--- config.mk ---
export PLATFORM = sky130hd
export DESIGN_NAME = twh_handshake
export DESIGN_NICKNAME = d
export VERILOG_FILES = /design/src/hdl/twh_pkg.sv /design/src/hdl/twh_handshake.sv
export SDC_FILE = /design/constraint.sdc
export NUM_CORES = 1
export LEC_CHECK = 0
export BUFFER_PORTS_ARGS = -buffer_cell sky130_fd_sc_hd__buf_4
export CAP_MARGIN = 0
export CELL_PAD_IN_SITES_DETAIL_PLACEMENT = 2
export CELL_PAD_IN_SITES_GLOBAL_PLACEMENT = 2
export CORE_ASPECT_RATIO = 1.1
export CORE_MARGIN = 2
export CORE_UTILIZATION = 32
export DETAILED_ROUTE_END_ITERATION = 16
export GPL_ROUTABILITY_DRIVEN = 0
export PLACE_DENSITY = 0.72
export SLEW_MARGIN = 40
export SYNTH_ARGS = -nofsm -noshare
export SYNTH_HDL_FRONTEND = slang
export SYNTH_SLANG_ARGS = --single-unit
--- constraint.sdc ---
create_clock -name clk_in -period 2.1 [get_ports clk_in]
set_input_delay 0.315 -clock clk_in [delete_from_list [all_inputs] [get_ports clk_in]]
set_output_delay 0.315 -clock clk_in [all_outputs]
set_load 0.02 [all_outputs]
--- src/hdl/twh_pkg.sv ---
// package of constants and state types for the three-wire byte handshake
package twh_pkg;
  // data path
  localparam int          TWH_DATA_W       = 8;
  localparam int          TWH_CHAR_W       = 7;
  // settling delay before data valid is asserted
  localparam int          TWH_SETTLE_NS    = 50;
  localparam int          TWH_CLK_NS       = 5;
  localparam int          TWH_SETTLE_CYC   = (TWH_SETTLE_NS + TWH_CLK_NS - 1) / TWH_CLK_NS;
  // fastest byte period: 1 megabyte per second
  localparam int          TWH_MIN_BYTE_NS  = 1000;
  localparam int          TWH_MIN_BYTE_CYC = (TWH_MIN_BYTE_NS + TWH_CLK_NS - 1) / TWH_CLK_NS;
  localparam int          TWH_CNT_W        = 8;
  // reset values
  localparam logic [7:0]  TWH_DATA_RST     = 8'h00;
  // source states
  typedef enum logic [2:0] {
    TWH_SRC_IDLE   = 3'b000,
    TWH_SRC_SETTLE = 3'b001,
    TWH_SRC_WREADY = 3'b010,
    TWH_SRC_WACC   = 3'b011,
    TWH_SRC_GAP    = 3'b100,
    TWH_SRC_ERR    = 3'b101
  } twh_src_type;
  // acceptor states
  typedef enum logic [1:0] {
    TWH_ACC_READY = 2'b00,
    TWH_ACC_TAKE  = 2'b01,
    TWH_ACC_DONE  = 2'b10,
    TWH_ACC_BUSY  = 2'b11
  } twh_acc_type;
endpackage

--- src/hdl/twh_handshake.sv ---
// source and acceptor ends of the three-wire byte handshake
`timescale 1ns/100ps
`default_nettype none

module twh_handshake
  import twh_pkg::*;
(
  // clock and reset
  input  wire logic                  clk_in,
  input  wire logic                  rst_in,
  // bus lines, sensed levels
  input  wire logic [TWH_DATA_W-1:0] dio_in,
  input  wire logic                  dav_in,
  input  wire logic                  nrfd_in,
  input  wire logic                  ndac_in,
  input  wire logic                  atn_in,
  // bus lines, drive (handshake lines low when enabled, data lines carry dio_out)
  output logic      [TWH_DATA_W-1:0] dio_out,
  output logic      [TWH_DATA_W-1:0] dio_oe_out,
  output logic                       dav_out,
  output logic                       dav_oe_out,
  output logic                       nrfd_out,
  output logic                       nrfd_oe_out,
  output logic                       ndac_out,
  output logic                       ndac_oe_out,
  // user roles
  input  wire logic                  talk_en_in,
  input  wire logic                  listen_en_in,
  input  wire logic                  cmd_src_in,
  // source user side
  input  wire logic                  tx_valid_in,
  input  wire logic [TWH_DATA_W-1:0] tx_data_in,
  output logic                       tx_ready_out,
  output logic                       tx_done_out,
  input  wire logic                  err_clr_in,
  output logic                       err_out,
  // acceptor user side
  input  wire logic                  rx_ready_in,
  output logic                       rx_valid_out,
  output logic      [TWH_DATA_W-1:0] rx_data_out,
  output logic                       rx_cmd_out,
  output logic      [TWH_CHAR_W-1:0] rx_char_out
);

  // synchroniser stages, first stage read only by second
  logic [3:0]            sync1_reg;      // atn, ndac, nrfd, dav
  logic [3:0]            sync2_reg;      // settled copies
  logic [TWH_DATA_W-1:0] dio1_reg;       // data line first stage
  logic [TWH_DATA_W-1:0] dio2_reg;       // data line second stage
  logic                  dav_s;          // synced data valid
  logic                  nrfd_s;         // synced not ready
  logic                  ndac_s;         // synced not accepted
  logic                  atn_s;          // synced attention
  logic                  src_active;     // allowed to source now
  logic                  acc_active;     // allowed to accept now
  twh_src_type           src_reg;        // source state
  twh_acc_type           acc_reg;        // acceptor state
  logic [TWH_CNT_W-1:0]  settle_reg;     // settle countdown
  logic [TWH_CNT_W-1:0]  rate_reg;       // byte period countdown
  logic                  dav_low_reg;    // source pulls valid low
  logic                  nrfd_low_reg;   // acceptor pulls ready low
  logic                  ndac_low_reg;   // acceptor pulls accepted low
  logic [TWH_CNT_W-1:0]  gap_cnt_reg;    // cycles since last byte taken

  always_ff @(posedge clk_in or posedge rst_in) begin
    if (rst_in) begin
      sync1_reg <= 4'hF;
      sync2_reg <= 4'hF;
      dio1_reg  <= TWH_DATA_RST;
      dio2_reg  <= TWH_DATA_RST;
    end else begin
      sync1_reg <= {atn_in, ndac_in, nrfd_in, dav_in};
      sync2_reg <= sync1_reg;
      dio1_reg  <= dio_in;
      dio2_reg  <= dio1_reg;
    end
  end

  assign dav_s  = sync2_reg[0];
  assign nrfd_s = sync2_reg[1];
  assign ndac_s = sync2_reg[2];
  assign atn_s  = sync2_reg[3];

  // talk only in data mode; command source when atn low; accept when listening or atn low
  assign src_active = cmd_src_in ? ~atn_s : (talk_en_in & atn_s);
  assign acc_active = listen_en_in | ~atn_s;

  // source sequence
  always_ff @(posedge clk_in or posedge rst_in) begin
    if (rst_in) begin
      src_reg      <= TWH_SRC_IDLE;
      settle_reg   <= '0;
      rate_reg     <= '0;
      dav_low_reg  <= 1'b0;
      dio_out      <= TWH_DATA_RST;
      dio_oe_out   <= '0;
      tx_ready_out <= 1'b0;
      tx_done_out  <= 1'b0;
      err_out      <= 1'b0;
    end else begin
      tx_done_out  <= 1'b0;
      tx_ready_out <= 1'b0;
      if (rate_reg != '0) begin
        rate_reg <= rate_reg - 1'b1;
      end
      unique case (src_reg)
        TWH_SRC_IDLE: begin
          dio_oe_out <= '0;
          if (src_active && tx_valid_in && rate_reg == '0) begin
            // both-high error checked before placing byte
            if (nrfd_s && ndac_s) begin
              err_out <= 1'b1;
              src_reg <= TWH_SRC_ERR;
            end else begin
              // byte driven on all eight lines
              dio_out      <= tx_data_in;
              dio_oe_out   <= '1;
              tx_ready_out <= 1'b1;
              settle_reg   <= TWH_CNT_W'(TWH_SETTLE_CYC);
              rate_reg     <= TWH_CNT_W'(TWH_MIN_BYTE_CYC);
              src_reg      <= TWH_SRC_SETTLE;
            end
          end
        end
        TWH_SRC_SETTLE: begin
          if (settle_reg <= 1) begin
            src_reg <= TWH_SRC_WREADY;
          end else begin
            settle_reg <= settle_reg - 1'b1;
          end
        end
        TWH_SRC_WREADY: begin
          if (nrfd_s) begin
            dav_low_reg <= 1'b1;
            src_reg     <= TWH_SRC_WACC;
          end
        end
        // valid released once wired accepted high
        TWH_SRC_WACC: begin
          if (ndac_s) begin
            dav_low_reg <= 1'b0;
            tx_done_out <= 1'b1;
            src_reg     <= TWH_SRC_GAP;
          end
        end
        // data removed only after valid high
        TWH_SRC_GAP: begin
          // keep data until the valid pin itself is released
          if (!dav_oe_out) begin
            dio_oe_out <= '0;
            src_reg    <= TWH_SRC_IDLE;
          end
        end
        TWH_SRC_ERR: begin
          if (err_clr_in) begin
            err_out <= 1'b0;
            src_reg <= TWH_SRC_IDLE;
          end
        end
        default: begin
          src_reg <= TWH_SRC_IDLE;
        end
      endcase
    end
  end

  // acceptor sequence
  always_ff @(posedge clk_in or posedge rst_in) begin
    if (rst_in) begin
      acc_reg      <= TWH_ACC_BUSY;
      nrfd_low_reg <= 1'b1;
      ndac_low_reg <= 1'b1;
      rx_valid_out <= 1'b0;
      rx_data_out  <= TWH_DATA_RST;
      rx_cmd_out   <= 1'b0;
      rx_char_out  <= '0;
    end else begin
      rx_valid_out <= 1'b0;
      unique case (acc_reg)
        // release ready when user side ready and valid high
        TWH_ACC_BUSY: begin
          ndac_low_reg <= 1'b1;
          if (!acc_active) begin
            nrfd_low_reg <= 1'b0;
            ndac_low_reg <= 1'b0;
          end else if (rx_ready_in && dav_s) begin
            nrfd_low_reg <= 1'b0;
            acc_reg      <= TWH_ACC_READY;
          end
        end
        // withdraw ready first on valid low
        TWH_ACC_READY: begin
          if (!acc_active) begin
            acc_reg <= TWH_ACC_BUSY;
          end else if (!dav_s) begin
            nrfd_low_reg <= 1'b1;
            acc_reg      <= TWH_ACC_TAKE;
          end
        end
        TWH_ACC_TAKE: begin
          rx_data_out  <= dio2_reg;
          rx_char_out  <= dio2_reg[TWH_CHAR_W-1:0];
          rx_cmd_out   <= ~atn_s;
          rx_valid_out <= 1'b1;
          ndac_low_reg <= 1'b0;
          acc_reg      <= TWH_ACC_DONE;
        end
        // pull accepted low again on valid high
        TWH_ACC_DONE: begin
          if (dav_s) begin
            ndac_low_reg <= 1'b1;
            acc_reg      <= TWH_ACC_BUSY;
          end
        end
      endcase
    end
  end

  // open drain drive of valid, ready and accepted, driven only low or released
  always_ff @(posedge clk_in or posedge rst_in) begin
    if (rst_in) begin
      dav_out     <= 1'b0;
      dav_oe_out  <= 1'b0;
      nrfd_out    <= 1'b0;
      nrfd_oe_out <= 1'b0;
      ndac_out    <= 1'b0;
      ndac_oe_out <= 1'b0;
    end else begin
      dav_out     <= 1'b0;
      nrfd_out    <= 1'b0;
      ndac_out    <= 1'b0;
      dav_oe_out  <= dav_low_reg;
      nrfd_oe_out <= nrfd_low_reg & listen_en_in;
      ndac_oe_out <= ndac_low_reg & listen_en_in;
    end
  end

  // cycles since a byte was taken, saturating
  always_ff @(posedge clk_in or posedge rst_in) begin
    if (rst_in) begin
      gap_cnt_reg <= '1;
    end else if (tx_ready_out) begin
      gap_cnt_reg <= '0;
    end else if (gap_cnt_reg != '1) begin
      gap_cnt_reg <= gap_cnt_reg + 1'b1;
    end
  end

  // assertions
  property p_settle;
    @(posedge clk_in) disable iff (rst_in)
    $rose(tx_ready_out) |-> !dav_low_reg [*8];
  endproperty
  a_settle: assert property (p_settle) else $error("valid asserted before settling");

  property p_ready_first;
    @(posedge clk_in) disable iff (rst_in)
    $rose(dav_low_reg) |-> $past(nrfd_s);
  endproperty
  a_ready_first: assert property (p_ready_first) else $error("valid without ready");

  property p_release;
    @(posedge clk_in) disable iff (rst_in)
    $fell(dav_low_reg) |-> $past(ndac_s);
  endproperty
  a_release: assert property (p_release) else $error("valid released early");

  property p_hold;
    @(posedge clk_in) disable iff (rst_in)
    dav_low_reg |-> $stable(dio_out) && dio_oe_out == '1;
  endproperty
  a_hold: assert property (p_hold) else $error("data changed under valid");

  property p_settle_full;
    @(posedge clk_in) disable iff (rst_in)
    $rose(dav_low_reg) |-> gap_cnt_reg >= TWH_CNT_W'(TWH_SETTLE_CYC);
  endproperty
  a_settle_full: assert property (p_settle_full) else $error("settle shorter than set");

  property p_data_after;
    @(posedge clk_in) disable iff (rst_in)
    $fell(dav_oe_out) |-> dio_oe_out == '1;
  endproperty
  a_data_after: assert property (p_data_after) else $error("data dropped with valid");

  property p_take;
    @(posedge clk_in) disable iff (rst_in)
    rx_valid_out |-> $past(nrfd_low_reg) && !ndac_low_reg;
  endproperty
  a_take: assert property (p_take) else $error("capture before ready withdrawn");

  property p_ndac;
    @(posedge clk_in) disable iff (rst_in)
    (acc_reg == TWH_ACC_DONE && dav_s) |=> ndac_low_reg;
  endproperty
  a_ndac: assert property (p_ndac) else $error("accepted not pulled low");

  property p_err;
    @(posedge clk_in) disable iff (rst_in)
    err_out |-> !dav_low_reg && src_reg == TWH_SRC_ERR;
  endproperty
  a_err: assert property (p_err) else $error("source not halted on error");

  property p_od;
    @(posedge clk_in) disable iff (rst_in)
    !dav_out && !nrfd_out && !ndac_out;
  endproperty
  a_od: assert property (p_od) else $error("line driven high");

  property p_rate;
    @(posedge clk_in) disable iff (rst_in)
    tx_ready_out |-> gap_cnt_reg >= TWH_CNT_W'(TWH_MIN_BYTE_CYC);
  endproperty
  a_rate: assert property (p_rate) else $error("bytes too close");

  c_byte_out: cover property (@(posedge clk_in) disable iff (rst_in) tx_done_out);
  c_byte_in:  cover property (@(posedge clk_in) disable iff (rst_in) rx_valid_out);
  c_error:    cover property (@(posedge clk_in) disable iff (rst_in) $rose(err_out));
  c_cmd_in:   cover property (@(posedge clk_in) disable iff (rst_in) rx_valid_out && rx_cmd_out);

endmodule

`default_nettype wire

## After elaboration in Yosys (flattened, before gate mapping)

Index checks and enable logic that the tools add are counted.

| storage, ports and cells | value |
|---|---|
| register bits | 87 |
| word-level logic and storage cells | 127 |
| input bits | 28 |

| cells by class | value |
|---|---|
| reductions and logical operators | 23 |
| muxes and demuxes | 48 |
| $add $sub $neg | 2 |
| $lt $le $gt $ge | 1 |
| equality and inequality tests | 24 |
| bitwise operators | 6 |

Operator list:

| kind | number |
|---|---|
| 8-bit 2-to-1 mux | 10 |
| 8-bit case mux with 2 select lines | 2 |
| 2-bit inequality test (second input constant) | 14 |
| 3-bit 2-to-1 mux | 7 |
| 1-bit 2-to-1 mux | 18 |
| 3-bit case mux with 6 select lines | 1 |
| 4-bit AND reduction | 4 |
| 8-bit by 1-bit subtractor with 8-bit output (second input constant) | 2 |
| 2-bit 2-to-1 mux | 5 |
| 2-bit nonzero test | 5 |
| 8-bit by 1-bit <= comparator with 1-bit output (second input constant) | 1 |
| 8-bit zero test | 1 |
| 2-bit case mux with 4 select lines | 1 |
| 8-bit nonzero test | 1 |
| 3-bit by 2-bit == test with 1-bit output (second input constant) | 2 |
| 3-bit == test (second input constant) | 2 |
| 3-bit inequality test (second input constant) | 2 |
| 1-bit case mux with 2 select lines | 3 |
| 3-bit AND reduction | 2 |
| 6-bit AND reduction | 1 |
| 2-bit == test (second input constant) | 2 |
| 1-bit logical AND | 4 |
| 2-bit AND reduction | 2 |
| 1-bit AND | 3 |
| 8 further kinds | 9 |

## Longest topological paths before layout

Gate-level depths: netlist of run 1.

| depth | value |
|---|---|
| depth in word-level cells | 6 |
| gate-level depth with buffers | 8 |

## Worst setup path after synthesis of run 1

No wires, ideal clock.

| timing | value |
|---|---|
| path type | flip-flop to flip-flop |
| from | reg rate_reg[2] |
| to | reg dio_out[0] |
| data required time | 1.975 ns |
| period minus slack after synthesis | 1.885 ns |
| stages on the path, launching flop included | 6 |
| data arrival time | 1.761 ns |
| setup slack | 0.215 ns |
| path through | dfrtp_1 > or4_4 > nor3_4 > nand4_4 > clkinv_4 > mux2_2 |

| between the ends | value |
|---|---|
| word-level cells in the longest chain between the ends | 3 |

RTL lines:

| what | line | RTL |
|---|---|---|
| from (decl) | twh_handshake.sv:59 | `logic [TWH_CNT_W-1:0] rate_reg;` |
| from (signal assigned) | twh_handshake.sv:104 | `rate_reg <= rate_reg - 1'b1;` |
| from (signal assigned) | twh_handshake.sv:120 | `rate_reg <= TWH_CNT_W'(TWH_MIN_BYTE_CYC);` |
| 8-bit zero test | twh_handshake.sv:109 | `if (src_active && tx_valid_in && rate_reg == '0) begin` |
| 1-bit logical AND | twh_handshake.sv:109 |  |
| 3-bit AND reduction (no line) | -- |  |
| to (signal assigned) | twh_handshake.sv:116 | `dio_out <= tx_data_in;` |
| to (decl) | twh_handshake.sv:18 | `output logic [TWH_DATA_W-1:0] dio_out,` |

Every way passes these cells.
A chain may end at the register's enable or synchronous reset.

## Worst setup path after layout of run 1

| timing | value |
|---|---|
| from | reg rate_reg[2] |
| to | reg dio_out[2] |

Same word-level chain as after synthesis.

==> metrics, run 1 <==
status complete, no violations; vias in the first global route 2401; Vias 2158; Req. time, crit path 2.34 ns; gr usage total 14.4%; Tightest Hold Check Type input pin to register; antenna viol nets, final 0; # diodes 0; Num CTS Buffers 9; DP Area 0.00371 mm^2; fmax 499 MHz; Buf/Inv on CP 1; TritonCTS clock tree done; largest net degree at the start of global routing 53; die footprint 0.0106 mm^2; Nets 360; Die Ht 108 um; CTS root buf clkbuf_8; IO Count 70; commonest non-fill, non-tap cells in the layout buf_4, dfrtp_1, mux2_2, nor2_1; share of cells above drive strength 1 39.4%; crit start category register; minimum clock period 2.00 ns; crit path kind register to register; Clock Sinks 73; initial core utilization 33.3%; Critical Path AT 2.24 ns; power density over the cells 1000 mW/mm^2; Total Power 3.97 mW; commonest non-fill, non-tap cell in the layout buf_4; RSZ-0062 raised after global routing no; WL per Instance 16.1 um; synth top area cells dfrtp_1, dfstp_2, mux2_2; DR DRC count 0; CTS clk-pin slew, worst paths 0.09 ns; chip width 98.6 um; Max FO, Critical Path 18; CP peak stage delay 0.58 ns; Area growth, synth to finish 25.4%; Synth area leader dfrtp_1; Critical-path top delay cell or4_4; #FFs+latches synth 73; final hold slack 0.0651 ns; clock skew 0.00660 ns; maximum VDD drop 0.320 mV; Design Area, Final 0.00395 mm^2; DP HPWL 5140 um; Post-Syn Instances 257; final global-route overflow total 0; register area share after synthesis 58.5%; syn_area_per_cell 12.2 um^2; Post-synth EDFFs 0; Mapped Area 0.00315 mm^2; Max-Cap Viols 0; Yosys top cell area share 48.5%; main flop type after synthesis dfrtp_1; Setup TNS Final 0 ns; Worst Setup End Kind register; initial antenna violation count 0; Synth async-reset ratio 100%; Final setup viols 0; Longest Clk Path Bufs 2; postcts setup bufs 0; CORE AREA 0.00944 mm^2; period utilization 95.4%; crit path cell chain or4_4 > nor3_4 > nand4_4 > clkinv_8 > mux2_2; Ys Warns 0; Via-to-Cell Ratio 4.86; Lkg Pwr 1.81 nW; final slew viol count 0; DRT iter0 DRCs 35; library cells used by synthesis 49; Clock Latency Late Sink 0.35 ns; critical path's top delay family simple AND/OR/NAND/NOR gates; Rows 37; H-tree depth 3; port buffer count 66; TritonRoute pass-1 iters 4; first-pass GRT wire length 12100 um; Detailed Route WL 7150 um; Fin. Hold Viols 0
## repair_timing
action	4_1_cts	5_1_grt
endpoints found under the setup margin	0	3
endpoints found under the hold margin	21	0
gates resized for setup	0	3
hold buffers	1	0
## cell usage after synthesis, types with 2 or more instances
master and n:
nand2_1 12, mux2i_1 3, clkbuf_1 4, or3_1 5
nand2b_1 5, ha_1 10, or4_4 2, o21ai_0 11
a31oi_1 4, a211o_1 2, dfstp_2 12, and2_1 2
inv_1 12, or4_1 3, a211oi_1 2, nor3_1 7
xor2_1 4, xnor2_1 3, a21oi_1 8, nor2b_1 5
nor3b_1 2, dfrtp_1 61, nand3_1 2, buf_4 18
nor2_1 16, o211ai_1 2, nand4b_1 2, mux2_2 17
## path summary, 6_finish.rpt
check	start	to	slack [ns]	cells past startpoint
max in group asynchronous	rst_in	sync1_reg[3]	0.87	4
min	nrfd_in	sync1_reg[1]	0.07	1
min in group asynchronous	rst_in	rx_data_out[1]	0.55	3
max reg2reg	rate_reg[2]	dio_out[2]	0.1	5
max	rate_reg[2]	dio_out[2]	0.1	5
min reg2reg	dio1_reg[0]	dio2_reg[0]	0.36	0
## area by class of cell
| class | count | area, um^2 |
|---|---|---|
| fillers | 1039 | 5500 |
| flip-flops and latches | 73 | 1840 |
| multi-input cells | 150 | 1100 |
| repair buffers | 75 | 578 |
| well taps | 117 | 146 |
| clock buffers | 9 | 124 |
| clock inverters | 7 | 86.3 |
| inverters | 13 | 65.1 |
## metrics by stage
stage,std cells,setup slack [ns],utilization [%]
after floorplan,259,0.215,-
after CTS,444,0.0507,41.6
after global routing,444,0.0132,41.8
final,444,0.0962,41.8
after detailed placement,427,0.0681,39.3
after global placement,427,0.120,39.3
## cells by family after synthesis
kind of cell    after synthesis  share of synthesized area [%]
other cells                   1                          0.119
compound gates               39                           8.27
mux                          20                           7.03
fa+ha+maj                    10                           3.97
xor+xnor                      7                           1.95
simple gates                 71                           13.3
flops                        73                           58.5
buf+inv                      36                           6.84
## power breakdown
group | switching (mW) | total, mW | leakage, nW | internal (mW)
Clock | 0.595 | 1.17 | 0.104 | 0.576
Sequential | 0.122 | 1.74 | 0.861 | 1.61
Combinational | 0.559 | 1.06 | 0.848 | 0.500
Total | 1.28 | 3.97 | 1.81 | 2.69
## per-layer routing
layer | wire [um] | GRT usage (%) | share of wire, %
met1 | 3030 | 17.4 | 42
met2 | 3720 | 25.4 | 52
met3 | 312 | 3.81 | 4.4
met4 | 79 | 4.11 | 1.1
met5 | 0 | 0 | 0
Note: power is estimated with default switching activity, not from simulation.
==> inputs of run 2 (changes only) <==
Settings changed: CORE_UTILIZATION 32 to 38, PLACE_DENSITY 0.72 to 0.8.
Clock period 2.1 ns to 2.4 ns, I/O delays scaled along.
==> run 2 against run 1 <==
Count of clock-buffer cells in the layout rose by 1. Die area fell by 15%. Largest cell class unchanged. Critical endpoint is now dio_out[0]. Clock power fell by 9%. Highest routed layer unchanged. Combinational power fell by 10%. Critical path type unchanged. Worst hold slack got worse by 0.012 ns. Global-route usage rose by 3.7 points.
==> metrics, run 2 (synthesis results as in run 1) <==
status complete, no violations (unchanged); worst-margin pin slew 0.629 ns; Design Area, Final 0.00388 mm^2 (was 0.00395 mm^2); Clock Latency Late Sink 0.35 ns (about the same); Most Crowded Layer GR met2 (unchanged); Rows 34 (was 37); WL per Instance 17.4 um (was 16.1 um); die footprint 0.00903 mm^2 (was 0.0106 mm^2); Vias 2123 (was 2158); share of cells above drive strength 1 38.0% (was 39.4%); met3 usage 4.70% (was 3.81%); final slew viol count 0 (unchanged); gr usage total 18.1% (was 14.4%); DP Area 0.00366 mm^2 (was 0.00371 mm^2); CTS clk-pin slew, worst paths 0.08 ns (was 0.09 ns); initial core utilization 39.4% (was 33.3%); Resized cells post-CTS 0 (unchanged); maximum VDD drop 0.417 mV (was 0.320 mV); DRT iter0 DRCs 72 (was 35); commonest non-fill, non-tap cells in the layout buf_4, dfrtp_1, mux2_2, nor2_1 (unchanged); CORE AREA 0.00800 mm^2 (was 0.00944 mm^2); commonest non-fill, non-tap cell in the layout buf_4 (unchanged); relative slew slack 57.5%; post-placement cell count 413 (was 427); Fin. Hold Viols 0 (unchanged); final hold slack 0.0527 ns (was 0.0651 ns); DR DRC count 0 (unchanged); clock skew 0.0115 ns (was 0.00660 ns); largest net degree at the start of global routing 50 (was 53); vias in the first global route 2405 (was 2401); crit start category register (unchanged); GRT met2 Usage 32.4% (was 25.4%); Worst Setup End Kind register (unchanged); fin util 48.5% (was 41.8%); IO Count 70 (unchanged); H-tree depth 3 (unchanged); crit path cell chain or4_4 > nor3_4 > nand4_4 > clkinv_4 > mux2_2 (was or4_4 > nor3_4 > nand4_4 > clkinv_8 > mux2_2); period utilization 86.1% (was 95.4%); DP HPWL 5350 um (was 5140 um); first-pass GRT wire length 12700 um (was 12100 um); Nets 354 (was 360); Critical-path top delay cell or4_4 (unchanged); TritonCTS clock tree done (unchanged); CTS root buf clkbuf_8 (unchanged); Area growth, synth to finish 23.2% (was 25.4%); Tightest Hold Check Type input pin to asynchronous set/reset pin (was input pin to register); Setup TNS Final 0 ns (unchanged); Clock Sinks 73 (unchanged); global-route met1 utilization 21.4% (was 17.4%); final worst slack 0.333 ns (was 0.0962 ns); Max-Cap Viols 0 (unchanged); # diodes 0 (unchanged); fmax 484 MHz (was 499 MHz); chip width 90.8 um (was 98.6 um); antenna viol nets, final 0 (unchanged); Req. time, crit path 2.63 ns (was 2.34 ns); Critical Path AT 2.30 ns (was 2.24 ns); Die Ht 99.5 um (was 108 um); Max FO, Critical Path 18 (unchanged); initial antenna violation count 0 (unchanged); pre-CTS WS 0.312 ns (was 0.0681 ns); Total Power 3.54 mW (was 3.97 mW); port buffer count 66 (unchanged); Num CTS Buffers 9 (unchanged); Via-to-Cell Ratio 4.95 (was 4.86); CP peak stage delay 0.58 ns (about the same); cts hold-fix bufs 0 (was 1); minimum clock period 2.07 ns (was 2.00 ns); Detailed Route WL 7450 um (was 7150 um); final global-route overflow total 0 (unchanged); TritonRoute pass-1 iters 4 (unchanged); RSZ-0062 raised after global routing no (unchanged); crit path kind register to register (unchanged); postcts setup bufs 0 (unchanged); Lkg Pwr 1.79 nW (was 1.81 nW); Final Instance Count excl. Fillers 429 (was 444); Final setup viols 0 (unchanged); power density over the cells 914 mW/mm^2 (was 1000 mW/mm^2); Longest Clk Path Bufs 2 (unchanged)
-- run 2: cell type report --
class,count,area [um^2]
Inverter,13,53.8
Tap cell,108,135
Sequential cell,73,1840
Clock inverter,6,91.3
Fill cell,837,4120
Clock buffer,10,128
Multi-Input combinational cell,150,1100
Timing Repair Buffer,69,531
-- run 2: per-layer routing --
metal	routed length, um	share of wire, %
met2	4070	55
met4	92	1.2
met5	0	0
met3	232	3.1
met1	3060	41
-- run 2: final timing paths --
check                      slack, ns   startpoint            to  cells past startpoint
min reg2reg                     0.35  dio1_reg[5]   dio2_reg[5]                      0
max in group asynchronous       1.64       rst_in  sync2_reg[2]                      3
min                             0.05       rst_in   dio1_reg[2]                      2
max reg2reg                     0.33  rate_reg[2]    dio_out[0]                      5
max                             0.33  rate_reg[2]    dio_out[0]                      5
min in group clk_in             0.11    dio_in[6]   dio1_reg[6]                      1
-- run 2: critical path: cells and delay by family, from the launching register on --
| kind | cells | cell delay [ns] |
|---|---|---|
| buf+inv | 1 | 0.18 |
| flops | 1 | 0.42 |
| simple gates | 3 | 1.00 |
| mux | 1 | 0.35 |
-- run 2: report_power, final --
part / leakage, nW / internal (mW) / total (mW) / switching [mW]
Sequential: 0.861 / 1.41 / 1.52 / 0.108
Combinational: 0.820 / 0.438 / 0.950 / 0.512
Clock: 0.111 / 0.591 / 1.07 / 0.483
==> inputs of run 3 (changes only) <==
Settings changed: CORE_UTILIZATION 38 to 30, PLACE_DENSITY 0.8 to 0.65.
==> run 3 against run 2 <==
Combinational power is 3.3% lower. Sequential power hardly changed. Final cell count is 7.9% higher. Clock skew is 0.0068 ns lower. Routed wire length is 9.3% lower. Die area is 25% higher. Sequential share of layout area is 1.9 points lower. Final area is 4.3% higher. First-iteration DRC count is 71% lower. Maximum frequency is 0.62% higher. Largest cell class unchanged. Largest power group is now clock.
==> metrics, run 3 (synthesis results as in run 1) <==
status complete, no violations (unchanged); postcts setup bufs 0 (unchanged); pre-CTS WS 0.340 ns (was 0.312 ns); clock skew 0.00476 ns (was 0.0115 ns); first-pass GRT wire length 11100 um (was 12700 um); Clock Latency Late Sink 0.33 ns (was 0.35 ns); DR DRC count 0 (unchanged); period utilization 85.6% (was 86.1%); chip width 102 um (was 90.8 um); Nets 354 (unchanged); CTS root buf clkbuf_16 (was clkbuf_8); Detailed Route WL 6760 um (was 7450 um); Lkg Pwr 1.84 nW (was 1.79 nW); H-tree depth 3 (unchanged); largest net degree at the start of global routing 53 (was 50); crit start category register (unchanged); die footprint 0.0113 mm^2 (was 0.00903 mm^2); share of cells above drive strength 1 38.1% (was 38.0%); IO Count 70 (unchanged); final worst slack 0.346 ns (was 0.333 ns); Fin. Hold Viols 0 (unchanged); Final setup viols 0 (unchanged); Worst Setup End Kind register (unchanged); R2R Setup Slk 0.35 ns (was 0.33 ns); RSZ-0062 raised after global routing no (unchanged); Vias 2100 (was 2123); DP Area 0.00370 mm^2 (was 0.00366 mm^2); Design Area, Final 0.00404 mm^2 (was 0.00388 mm^2); relative slew slack 65.0% (was 57.5%); crit path cell chain or4_4 > nor3_4 > nand4_4 > clkinv_4 > mux2_2 (unchanged); # diodes 0 (unchanged); final slew viol count 0 (unchanged); DRT iter0 DRCs 21 (was 72); Req. time, crit path 2.61 ns (was 2.63 ns); antenna viol nets, final 0 (unchanged); Max-Cap Viols 0 (unchanged); Tightest Hold Check Type input pin to asynchronous set/reset pin (unchanged); Die Ht 111 um (was 99.5 um); commonest non-fill, non-tap cell in the layout buf_4 (unchanged); Total Power 3.96 mW (was 3.54 mW); critical path's top delay family simple AND/OR/NAND/NOR gates (unchanged); Num CTS Buffers 9 (unchanged); CP peak stage delay 0.58 ns (about the same); Area growth, synth to finish 28.5% (was 23.2%); Critical-path top delay cell or4_4 (unchanged); WL per Instance 14.6 um (was 17.4 um); minimum clock period 2.05 ns (was 2.07 ns); gr usage total 12.6% (was 18.1%); Final Instance Count excl. Fillers 463 (was 429); port buffer count 66 (unchanged); DP HPWL 4680 um (was 5350 um); area of the multi-input gates 0.00110 mm^2 (unchanged); Longest Clk Path Bufs 2 (unchanged); TritonRoute pass-1 iters 3 (was 4); worst-margin pin slew 0.518 ns (was 0.629 ns); power density over the cells 979 mW/mm^2 (was 914 mW/mm^2); sequential cell area 0.00184 mm^2 (unchanged); post-placement cell count 448 (was 413); initial core utilization 30.6% (was 39.4%); Buf/Inv on CP 1 (unchanged); Resized cells post-CTS 0 (unchanged); CTS clk-pin slew, worst paths 0.06 ns (was 0.08 ns); Max FO, Critical Path 18 (unchanged); CORE AREA 0.0103 mm^2 (was 0.00800 mm^2); final hold slack 0.0445 ns (was 0.0527 ns); maximum VDD drop 0.299 mV (was 0.417 mV); final global-route overflow total 0 (unchanged); TritonCTS clock tree done (unchanged); cts hold-fix bufs 0 (unchanged); Critical Path AT 2.27 ns (was 2.30 ns); Clock Sinks 73 (unchanged); vias in the first global route 2260 (was 2405); fin util 39.3% (was 48.5%); fmax 487 MHz (was 484 MHz); crit path kind register to register (unchanged); Setup TNS Final 0 ns (unchanged); commonest non-fill, non-tap cells in the layout buf_4, dfrtp_1, mux2_2, nor2_1 (unchanged); initial antenna violation count 0 (unchanged); Rows 39 (was 34); Via-to-Cell Ratio 4.54 (was 4.95); fillers 1089 (was 837)
-- run 3: area by class of cell --
| type | count | area share, % |
|---|---|---|
| clock buffers | 9 | 5.57 |
| clock inverters | 6 | 2.85 |
| inverters | 13 | 1.33 |
| multi-input cells | 150 | 27.2 |
| flip-flops and latches | 73 | 45.5 |
| well taps | 143 | 4.42 |
| repair buffers | 69 | 13.1 |
-- run 3: final timing paths --
path,startpoint,to,depth (start not counted)
setup / recovery,rate_reg[2],dio_out[1],5
min in group clk_in,dio_in[0],dio1_reg[0],1
max in group asynchronous,rst_in,sync2_reg[1],3
hold / removal,rst_in,rx_data_out[2],2
setup reg to reg,rate_reg[2],dio_out[1],5
hold reg to reg,dio1_reg[0],dio2_reg[0],0
-- run 3: layer usage --
metal,vias up,routed length (um),part of all wire [%],GRT usage (%)
li1,988,-,-,-
met1,1054,3000,44,15.9
met2,49,3360,50,20.5
met3,9,317,4.7,4.27
met4,0,87,1.3,3.78
met5,-,0,0,0
-- run 3: report_power, final --
group | switching [mW] | total, mW | internal (mW)
Clock | 0.512 | 1.53 | 1.02
Sequential | 0.0990 | 1.51 | 1.41
Combinational | 0.483 | 0.919 | 0.437
